File: src/uasb_pkg.sv
// Package with register map, field layout, reset value and state types of the serial unit.
package uasb_pkg;
   localparam logic [7:0] ADDR_TX_HOLD = 8'h40;
   localparam logic [7:0] ADDR_RX_BUF = 8'h42;
   localparam logic [7:0] ADDR_IRQ_CTRL = 8'h44;
   localparam logic [7:0] ADDR_STATUS = 8'h46;
   localparam logic [7:0] ADDR_FRAME = 8'h48;
   localparam logic [7:0] ADDR_MODE = 8'h4A;
   localparam logic [7:0] ADDR_BAUD = 8'h4C;
   localparam logic [7:0] ADDR_PRESCALE = 8'h4E;
   localparam int FRS_PEN = 6;
   localparam int FRS_PSEL = 4;
   localparam int FRS_XB9 = 3;
   localparam int FRS_STP = 2;
   localparam int MODE_EXT_CLK = 0;
   localparam int MODE_ATTN = 1;
   localparam int IC_ETI = 0;
   localparam int IC_ERI = 1;
   localparam int IC_EEI = 2;
   localparam int IC_EFCI = 3;
   localparam logic [1:0] FMT_8 = 2'h0;
   localparam logic [1:0] FMT_7 = 2'h1;
   localparam logic [1:0] FMT_9 = 2'h2;
   localparam logic [1:0] FMT_LOOP = 2'h3;
   localparam logic [1:0] PAR_ODD = 2'h0;
   localparam logic [1:0] PAR_EVEN = 2'h1;
   localparam logic [1:0] PAR_MARK = 2'h2;
   typedef enum logic [1:0] {TX_IDLE = 2'b01, TX_SHIFT = 2'b10} uasb_tx_e;
   typedef enum logic [1:0] {RX_IDLE = 2'b01, RX_DATA = 2'b10} uasb_rx_e;
   typedef struct packed {
      uasb_tx_e tx_st;
      uasb_rx_e rx_st;
      logic [7:0] tx_hold;
      logic tbe;
      logic xmip;
      logic [12:0] tx_shift;
      logic [3:0] tx_cnt;
      logic [10:0] rx_shift;
      logic [3:0] rx_cnt;
      logic [7:0] rx_buf;
      logic rbf;
      logic rb9;
      logic err;
      logic [4:0] psc;
      logic [10:0] div;
      logic [6:0] frs;
      logic [1:0] mode;
      logic [3:0] ie;
      logic dcts;
      logic cts_q;
      logic [5:0] acc;
      logic [10:0] dcnt;
      logic sclk_int;
      logic sclk_oe;
      logic sclk_q;
      logic txd;
      logic [7:0] rdata;
      logic irq_tx;
      logic irq_rx;
      logic irq_flow;
      logic rts_n;
   } uasb_state_s;
   localparam uasb_state_s STATE_RESET = '{tx_st: TX_IDLE, rx_st: RX_IDLE, tbe: 1'b1, cts_q: 1'b1,
      sclk_oe: 1'b1, txd: 1'b1, rts_n: 1'b1, default: '0};
endpackage

File: src/uasb_core.sv
// Synchronous serial transceiver with attention filter, loop-back and two-stage baud generator.
`timescale 1ns/1ps
module uasb_core (
   input wire logic i_clk_sys,
   input wire logic i_rst,
   input wire logic [7:0] i_addr,
   input wire logic [7:0] i_wdata,
   input wire logic i_wr,
   input wire logic i_rd,
   output logic [7:0] o_rdata,
   input wire logic i_rxd,
   output logic o_txd,
   input wire logic i_serial_clock_pin,
   output logic o_serial_clock_pin,
   output logic o_serial_clock_pin_oe,
   input wire logic i_cts_n,
   output logic o_rts_n,
   output logic o_irq_tx,
   output logic o_irq_rx,
   output logic o_irq_flow
);
   uasb_pkg::uasb_state_s r;
   uasb_pkg::uasb_state_s next_r;
   logic run;
   logic ptick;
   logic btick;
   logic [5:0] sum;
   logic [5:0] tgt;
   logic lvl;
   logic tx_edge;
   logic rx_edge;
   logic cts_ok;
   logic load;
   logic [12:0] frame;
   logic [3:0] flen;
   logic [3:0] nb;
   logic nine;
   logic par_on;
   logic rx_bit;
   logic [10:0] rxs;
   logic rx_done;
   logic rx_store;
   logic [7:0] rdat;
   logic ninth;
   logic perr;
   logic wr_tx;

   // ----------------------------------------
   // Frame helpers
   // ----------------------------------------
   function automatic logic f_pbit(input logic [7:0] d, input logic [1:0] ps);
      logic p;
      case (ps)
         uasb_pkg::PAR_ODD: p = ~^d;
         uasb_pkg::PAR_EVEN: p = ^d;
         uasb_pkg::PAR_MARK: p = 1'b1;
         default: p = 1'b0;
      endcase
      return p;
   endfunction

   // Builds the whole frame, start bit at bit 0, idle ones above the last stop bit.
   function automatic logic [12:0] f_frame(input logic [7:0] d, input logic [6:0] frs);
      logic [12:0] f;
      logic p;
      f = 13'h1FFF;
      f[0] = 1'b0;
      case (frs[1:0])
         uasb_pkg::FMT_7:
         begin
            p = f_pbit({1'b0, d[6:0]}, frs[uasb_pkg::FRS_PSEL +: 2]);
            f[7:1] = d[6:0];
            f[8] = frs[uasb_pkg::FRS_PEN] ? p : 1'b1;
         end
         uasb_pkg::FMT_8:
         begin
            p = f_pbit(d, frs[uasb_pkg::FRS_PSEL +: 2]);
            f[8:1] = d;
            f[9] = frs[uasb_pkg::FRS_PEN] ? p : 1'b1;
         end
         default:
         begin
            f[8:1] = d;
            f[9] = frs[uasb_pkg::FRS_XB9];
         end
      endcase
      return f;
   endfunction

   // ----------------------------------------
   // Next-state logic
   // ----------------------------------------
   always_comb
   begin
      next_r = r;
      next_r.rdata = 8'h00;
      wr_tx = i_wr && (i_addr == uasb_pkg::ADDR_TX_HOLD);
      // Read side effects come first so that a hardware set in the same cycle wins.
      if (i_rd)
      begin
         case (i_addr)
            uasb_pkg::ADDR_TX_HOLD: next_r.rdata = r.tx_hold;
            uasb_pkg::ADDR_RX_BUF:
            begin
               next_r.rdata = r.rx_buf;
               next_r.rbf = 1'b0;
            end
            uasb_pkg::ADDR_IRQ_CTRL:
            begin
               next_r.rdata = {~r.cts_q, r.dcts, 2'b00, r.ie};
               next_r.dcts = 1'b0;
            end
            uasb_pkg::ADDR_STATUS:
            begin
               next_r.rdata = {3'b000, r.rb9, r.err, r.xmip, r.tbe, r.rbf};
               next_r.err = 1'b0;
            end
            uasb_pkg::ADDR_FRAME: next_r.rdata = {1'b0, r.frs};
            uasb_pkg::ADDR_MODE: next_r.rdata = {6'h00, r.mode};
            uasb_pkg::ADDR_BAUD: next_r.rdata = r.div[7:0];
            uasb_pkg::ADDR_PRESCALE: next_r.rdata = {r.psc, r.div[10:8]};
            default: next_r.rdata = 8'h00;
         endcase
      end

      // Prescaler counts in half steps: adds two per cycle, ticks at code plus one.
      run = (r.psc != 5'h00);
      tgt = {1'b0, r.psc} + 6'h01;
      sum = r.acc + 6'h02;
      ptick = 1'b0;
      if (!run)
      begin
         next_r.acc = 6'h00;
      end
      else if (sum >= tgt)
      begin
         ptick = 1'b1;
         next_r.acc = sum - tgt;
      end
      else
      begin
         next_r.acc = sum;
      end
      btick = 1'b0;
      if (ptick)
      begin
         if (r.dcnt == r.div)
         begin
            next_r.dcnt = 11'h000;
            btick = 1'b1;
         end
         else
         begin
            next_r.dcnt = r.dcnt + 11'h001;
         end
      end
      if (btick)
      begin
         next_r.sclk_int = ~r.sclk_int;
      end
      next_r.sclk_oe = ~r.mode[uasb_pkg::MODE_EXT_CLK];
      lvl = r.mode[uasb_pkg::MODE_EXT_CLK] ? i_serial_clock_pin : r.sclk_int;
      next_r.sclk_q = lvl;
      tx_edge = run && lvl && !r.sclk_q;
      rx_edge = run && !lvl && r.sclk_q;
      next_r.cts_q = i_cts_n;
      if (r.cts_q != i_cts_n)
      begin
         next_r.dcts = 1'b1;
      end
      cts_ok = !r.cts_q;

      // Transmitter.
      nine = r.frs[1];
      nb = (r.frs[1:0] == uasb_pkg::FMT_7) ? 4'h7 : (nine ? 4'h9 : 4'h8);
      par_on = r.frs[uasb_pkg::FRS_PEN] && !nine;
      flen = 4'h2 + nb + {3'b000, par_on} + {3'b000, r.frs[uasb_pkg::FRS_STP]};
      frame = f_frame(r.tx_hold, r.frs);
      load = 1'b0;
      case (r.tx_st)
         uasb_pkg::TX_IDLE:
         begin
            load = tx_edge && !r.tbe && cts_ok;
         end
         uasb_pkg::TX_SHIFT:
         begin
            if (tx_edge)
            begin
               if (r.tx_cnt != 4'h0)
               begin
                  next_r.txd = r.tx_shift[0];
                  next_r.tx_shift = {1'b1, r.tx_shift[12:1]};
                  next_r.tx_cnt = r.tx_cnt - 4'h1;
               end
               else if (!r.tbe && cts_ok)
               begin
                  load = 1'b1;
               end
               else
               begin
                  next_r.tx_st = uasb_pkg::TX_IDLE;
                  next_r.xmip = 1'b0;
               end
            end
         end
         default: next_r.tx_st = uasb_pkg::TX_IDLE;
      endcase
      if (load)
      begin
         next_r.txd = frame[0];
         next_r.tx_shift = {1'b1, frame[12:1]};
         next_r.tx_cnt = flen - 4'h1;
         next_r.tbe = 1'b1;
         next_r.xmip = 1'b1;
         next_r.tx_st = uasb_pkg::TX_SHIFT;
      end

      // Receiver.
      rx_bit = (r.frs[1:0] == uasb_pkg::FMT_LOOP) ? r.txd : i_rxd;
      rxs = r.rx_shift;
      rxs[r.rx_cnt] = rx_bit;
      rx_done = 1'b0;
      case (r.rx_st)
         uasb_pkg::RX_IDLE:
         begin
            if (rx_edge && !rx_bit)
            begin
               next_r.rx_st = uasb_pkg::RX_DATA;
               next_r.rx_cnt = 4'h0;
            end
         end
         uasb_pkg::RX_DATA:
         begin
            if (rx_edge)
            begin
               next_r.rx_shift = rxs;
               next_r.rx_cnt = r.rx_cnt + 4'h1;
               if (r.rx_cnt == nb + {3'b000, par_on})
               begin
                  rx_done = 1'b1;
                  next_r.rx_st = uasb_pkg::RX_IDLE;
               end
            end
         end
         default: next_r.rx_st = uasb_pkg::RX_IDLE;
      endcase
      rdat = (nb == 4'h7) ? {1'b0, rxs[6:0]} : rxs[7:0];
      ninth = nine && rxs[8];
      perr = par_on && (rxs[nb] != f_pbit(rdat, r.frs[uasb_pkg::FRS_PSEL +: 2]));
      rx_store = rx_done && !(r.mode[uasb_pkg::MODE_ATTN] && nine && !ninth);
      if (rx_store)
      begin
         next_r.rx_buf = rdat;
         next_r.rb9 = ninth;
         next_r.rbf = 1'b1;
         if (perr || !rx_bit || r.rbf)
         begin
            next_r.err = 1'b1;
         end
         if (r.mode[uasb_pkg::MODE_ATTN] && nine)
         begin
            next_r.mode[uasb_pkg::MODE_ATTN] = 1'b0;
         end
      end

      // Writes last: a new character or a re-armed filter is never lost.
      if (i_wr)
      begin
         case (i_addr)
            uasb_pkg::ADDR_TX_HOLD:
            begin
               next_r.tx_hold = i_wdata;
               next_r.tbe = 1'b0;
            end
            uasb_pkg::ADDR_RX_BUF: next_r.rx_buf = i_wdata;
            uasb_pkg::ADDR_IRQ_CTRL: next_r.ie = i_wdata[3:0];
            uasb_pkg::ADDR_FRAME: next_r.frs = i_wdata[6:0];
            uasb_pkg::ADDR_MODE: next_r.mode = i_wdata[1:0];
            uasb_pkg::ADDR_BAUD: next_r.div[7:0] = i_wdata;
            uasb_pkg::ADDR_PRESCALE:
            begin
               next_r.psc = i_wdata[7:3];
               next_r.div[10:8] = i_wdata[2:0];
            end
            default: next_r.psc = r.psc;
         endcase
      end
      next_r.irq_tx = next_r.tbe && next_r.ie[uasb_pkg::IC_ETI];
      next_r.irq_rx = (next_r.rbf && next_r.ie[uasb_pkg::IC_ERI])
         || (next_r.err && next_r.ie[uasb_pkg::IC_EEI]);
      next_r.irq_flow = next_r.dcts && next_r.ie[uasb_pkg::IC_EFCI];
      next_r.rts_n = next_r.tbe && !next_r.xmip;
   end

   always_ff @(posedge i_clk_sys or posedge i_rst)
   begin
      if (i_rst)
      begin
         r <= uasb_pkg::STATE_RESET;
      end
      else
      begin
         r <= next_r;
      end
   end

   assign o_rdata = r.rdata;
   assign o_txd = r.txd;
   assign o_serial_clock_pin = r.sclk_int;
   assign o_serial_clock_pin_oe = r.sclk_oe;
   assign o_rts_n = r.rts_n;
   assign o_irq_tx = r.irq_tx;
   assign o_irq_rx = r.irq_rx;
   assign o_irq_flow = r.irq_flow;
endmodule

File: config.mk
export PLATFORM = sky130hd
export DESIGN_NAME = uasb_core
export DESIGN_NICKNAME = d
export VERILOG_FILES = /design/src/uasb_pkg.sv /design/src/uasb_core.sv
export SDC_FILE = /design/constraint.sdc
export NUM_CORES = 1
export LEC_CHECK = 0
export BUFFER_PORTS_ARGS = -buffer_cell sky130_fd_sc_hd__buf_2
export CAP_MARGIN = 20
export CORE_MARGIN = 5
export CORE_UTILIZATION = 60
export DETAILED_ROUTE_END_ITERATION = 16
export PLACE_DENSITY_LB_ADDON = 0.3
export SLEW_MARGIN = 20
export SYNTH_ARGS = -nofsm -noshare
export SYNTH_HDL_FRONTEND = slang
export SYNTH_SLANG_ARGS = --single-unit
export TNS_END_PERCENT = 5
File: constraint.sdc
create_clock -name i_clk_sys -period 5 [get_ports i_clk_sys]
set_input_delay 1 -clock i_clk_sys [delete_from_list [all_inputs] [get_ports i_clk_sys]]
set_output_delay 1 -clock i_clk_sys [all_outputs]
set_load 0.005 [all_outputs]
Yosys cells after proc, flatten, opt, wreduce, memory -nomap -nowiden
Cells that the tools add are included.

cells by class
  add/subtract/negate cells = 11
  magnitude comparators = 4
  equality and inequality tests = 28
  multiplexer cells = 73
  bitwise operators = 3
  reduce and logical (&&, ||, !) cells = 56

operators with widths
  cell                     count
  $eq A8 B7 Y1 const B     8
  $pmux W8 S8              1
  $mux W8                  5
  $mux W18                 2
  $mux W1                  35
  $reduce_xnor A8 Y1       3
  $reduce_xor A8 Y1        3
  $mux W11                 2
  $logic_and A1 B1 Y1      20
  $mux W19                 1
  $mux W6                  3
  $mux W17                 1
  $mux W2                  8
  $mux W4                  4
  $add A4 B1 Y4            3
  $reduce_and A2 Y1        6
  $add A11 B1 Y11 const B  1
  $bwmux W11               1
  $eq A11 B11 Y1           1
  $lt A4 B5 Y1 const B     2
  $logic_not A1 Y1         9
  $ne A3 B3 Y1 const B     3
  $pmux W1 S3              3
  $reduce_and A3 Y1        3
  26 further kinds         47

storage, ports and cells
  register bits = 121

Longest topological paths before layout
  depth in word-level cells = 16
  mapped depth = 13
  depth with buffers taken out = 13

Worst setup path before layout
No wires, ideal clock.

  kind = input port to flip-flop
  start point = in i_addr[0]
  end point = reg r[72] (netlist name)
  library setup time = 0.132 ns
  arrival = 2.611 ns
  slack = 2.257 ns
  stages = 8
  path buffers = 2
  cell sequence = nor4_1 -> and2_1 -> nand2_1 -> nor3_2 -> and2_0 -> clkbuf_1 -> clkbuf_1 -> o21ai_1

RTL lines
  item                    RTL line          source
  start: declaration      uasb_core.sv:6    input wire logic [7:0] i_addr,
  end signal: assignment  uasb_core.sv:299  r <= uasb_pkg::STATE_RESET;
  end signal: assignment  uasb_core.sv:303  r <= next_r;
  end: declaration        uasb_core.sv:22   uasb_pkg::uasb_state_s r;

Worst setup path after layout
  start point = reg r[60] (netlist name)
  end point = reg r, in the netlist o_serial_clock_pin

between the ends
  cells in the longest elaborated chain, start to end = 5
  elaborated cells between the ends (all ways) = 6
  those cells by class = add/sub (1); order compare (1); mux (3); reduce/logical (1)

ends and longest elaborated chain
  item           RTL line          source
  $add A5 B1 Y6  uasb_core.sv:128  tgt = {1'b0, r.psc} + 6'h01;
  $ge A6 B6 Y1   uasb_core.sv:135  else if (sum >= tgt)
  $mux W1        uasb_core.sv:135
  $mux W1 (*)    uasb_core.sv:131  if (!run)
  $mux W1 (*)    uasb_core.sv:145  if (ptick)

Every way passes the cells marked *; elsewhere a longest branch is shown, timed or not.
A chain may end at the register's enable or synchronous reset.

==> results.md <==
- Number of global-route vias before repair: 4,926
- Post-route ant nets: 0
- DR iter-0 viols: around 340
- Num ports: 38
- Fill count: roughly 850
- Fraction of registers with async set/reset: 1.000
- Via Count: just under 5,000
- Core footprint: between 10,000 and 15,000 sq um
- Power Total: roughly 3.2 mW
- Hold_buf cts: 0
- Number of remaining DRC errors: 0
- Syn Nets: 687
- Initial Utilization: 0.6054
- Clock-pin slew on the worst setup and hold paths: approximately 0.050 ns
- Yosys top cell area share: 0.4309
- EDFF count, synth: 0
- Status: completed
- Area of the mapped netlist: 6505 sq um
- Arr. time, crit path: between 3 and 4 ns
- CTS H-tree depth: 4
- Area delta synth->final: 13.21%
- Vias per cell: approximately 6.0
- Placed insts: 788
- Worst clock skew: ~0.0073 ns
- Fin crit share: 0.6572
- Post-Route WL: about 15,000 um
- RSZ-0062 raised after global routing: false
- Flop pwr share: 0.373
- Register bit count reported by yosys: ~120
- Worst Path Max Fanout: 12
- Resize count post-CTS: 0
- Most instantiated cells after synthesis: dfrtp_1 (112), nand2_1 (74), nor2_1 (46)
- Final setup violation count: 0
- Clock tree sinks: 119
- Final hold slack: ~0.48 ns
- Dpl hpwl: about 11,000 um
- Die Area: around 13,000 sq um
- Finished Layout Cells: between 800 and 900
- Root buffer cell: clkbuf_8
- Hold Vio Cnt, Final: 0
- Worst Setup Start Kind: flop
- Global-route wire length before repair: 25,770 um
- Die Y: 114.1 um
- Cells after Synth: ~640
- Crit. End Element: flop
- Main synth FF type: dfrtp_1
- Max Clk Rate: slightly above 300 MHz
- Final min period: 3.286 ns
- Port bufs: 37
- Share of layout cells above drive strength 1: 0.1897
- Clk Latency, worst-skew pair: about 0.53 ns
- Slew Viols, Final: 0
- P per Cell Area: approximately 440 nW/um^2
- Die span in x: 114.1 um
- Mean Syn Cell Area: just over 10 sq um
- Num CTS Buffers: 17
- Dominant cells by area after synthesis: dfrtp_1 (43%), mux2_2 (6.6%), ha_1 (4.8%)
- Setup TNS Final: 0 ns
- NetSw: 0.9439 mW
- Clk buf depth: 2
- GRT Overall Usage: 0.2558
- Net count reported at finish: ~720
- Post-CTS Setup Bufs: 0
- Slew @ Worst Pin: ~1.0 ns
- Power share of the combinational group: 0.227
- Net Sw Frac: 0.2946
- Register area share after synthesis: 0.4591
- WP data required: 5.38 ns
- Yosys Warn Count: 0
- Count of cell types in the netlist: between 50 and 60
- HP Class: reg -> reg
- Initial antenna violation count: 0
- Post-route core utilization: 0.6854
- Std-Cell Rows: 38
- Largest net degree at the start of global routing: between 80 and 90
- Slew margin rel.: 0.3038
- Most common cell in the netlist: dfrtp_1
- Total internal power: approximately 2.3 mW
- Kind of critical path: reg -> reg
- Max cap viols: 0
- Leakage: around 3.4 nW
- First-pass DRT Iterations: 5
- Power share of the clock group: 0.400
- Peak supply drop: between 0.0003 and 0.0004 V
- WL/cell: ~19 um
- CTS tree: built
- Final GP Congestion: roughly 1
- Antenna cells: 0
- Cell taking the most area after synthesis: dfrtp_1
- Grt ovf: 0
==> final cells by class <==
class	instances	area, sq um	share of cell area
tap	140	175.2	0.02379
timing repair buffer	39	200.2	0.02718
multi-input combinational	463	3272	0.4443
sequential	119	2987	0.4055
clock inverter	8	143.9	0.01954
inverter	27	106.4	0.01444
clock buffer	24	480.5	0.06524
==> routing by layer <==
metal | routed length (um) | global-route usage
met1 | 6799 | 0.3540
met2 | 7381 | 0.3985
met3 | 911 | 0.05603
met4 | 321 | 0.09501
met5 | 0 | 0
==> path summary, 6_finish.rpt <==
kind | startpoint | end | slack [ns] | depth (start not counted)
setup / recovery | r[60] | o_serial_clock_pin | 1.71 | 13
hold / removal | r[106] | r[106] | 0.48 | 1
min in group asynchronous | i_rst | o_rdata[5] | 0.62 | 2
hold reg to reg | r[106] | r[106] | 0.48 | 1
max in group asynchronous | i_rst | r[119] | 3.41 | 3
setup reg to reg | r[60] | o_serial_clock_pin | 1.71 | 13
==> placed cells by master, fill, tap and decap left out, types with 3 or more instances in the layout <==
master,Yosys,final
dfrtp_1,112,112
clkbuf_16,0,16
a31oi_1,6,6
or3_1,7,7
a221oi_1,7,7
a211oi_1,3,3
o21ai_0,39,39
nor3_1,9,9
and3_1,6,6
inv_1,27,26
mux2i_4,6,6
nor2b_1,7,7
nand2_1,74,74
clkbuf_1,14,3
a211o_1,3,3
nand4_1,7,7
clkbuf_8,0,5
xor2_1,25,25
nand2b_1,7,7
mux2_2,38,38
dfstp_2,7,7
nor4_1,4,4
ha_1,25,25
nor2_1,46,45
xnor2_1,29,29
bufinv_16,0,4
a22oi_1,14,14
a21o_1,4,4
and2_1,4,4
buf_2,4,37
mux2i_1,16,16
clkinv_2,0,3
a21oi_1,28,28
o21ai_1,8,8
nand3_1,12,12
==> metrics by stage <==
| stage | worst slack, ns | area (sq um) |
|---|---|---|
| 6_report | 1.714 | 7365 |
| 5_1_grt | 1.455 | 7365 |
| 4_1_cts | 1.715 | 7362 |
| 3_5_place_dp | 1.598 | 6738 |
| 3_3_place_gp | 1.684 | 6738 |
| 2_1_floorplan | 0.8541 | 6505 |
==> power by group through the flow <==
stage               clock [mW]  sequential [mW]  combinational [mW]
floorplan                    0             1.17               0.554
global placement             0             1.20               0.676
detailed placement           0             1.21               0.710
CTS                       1.29             1.19               0.731
global route              1.34             1.21               0.822
finish                    1.28             1.19               0.728
==> kinds of logic (layout without fill, tap and decap cells) <==
group	Yosys count	count (layout)	share of synthesized area
multiplexers	62	62	0.1156
AND/OR/NAND/NOR	195	195	0.1427
adder cells (fa/ha/maj)	27	27	0.05424
AO/OA/AOI/OAI	125	125	0.1173
flip-flops	119	119	0.4591
XOR/XNOR	54	54	0.07271
buffers and inverters	55	98	0.03828
==> critical path, stage by stage, from the launching register on <==
cell	delay, ns
dfrtp_1	0.45
ha_1	0.23
nand3_1	0.09
xor2_1	0.17
ha_1	0.31
and3_1	0.14
a31oi_1	0.07
o21ai_1	0.09
a21oi_1	0.08
buf_4	0.18
nor2_1	0.46
inv_1	0.18
nor2_1	0.52
xor2_1	0.15
==> registers in the layout (all words and copies together), names as in the netlist <==
signal / count
nine: 1
o_irq_flow: 1
o_irq_rx: 1
o_irq_tx: 1
o_rdata: 8
o_rts_n: 1
o_serial_clock_pin: 1
o_serial_clock_pin_oe: 1
o_txd: 1
r: 103
Note: power is estimated with default switching activity, not from simulation.
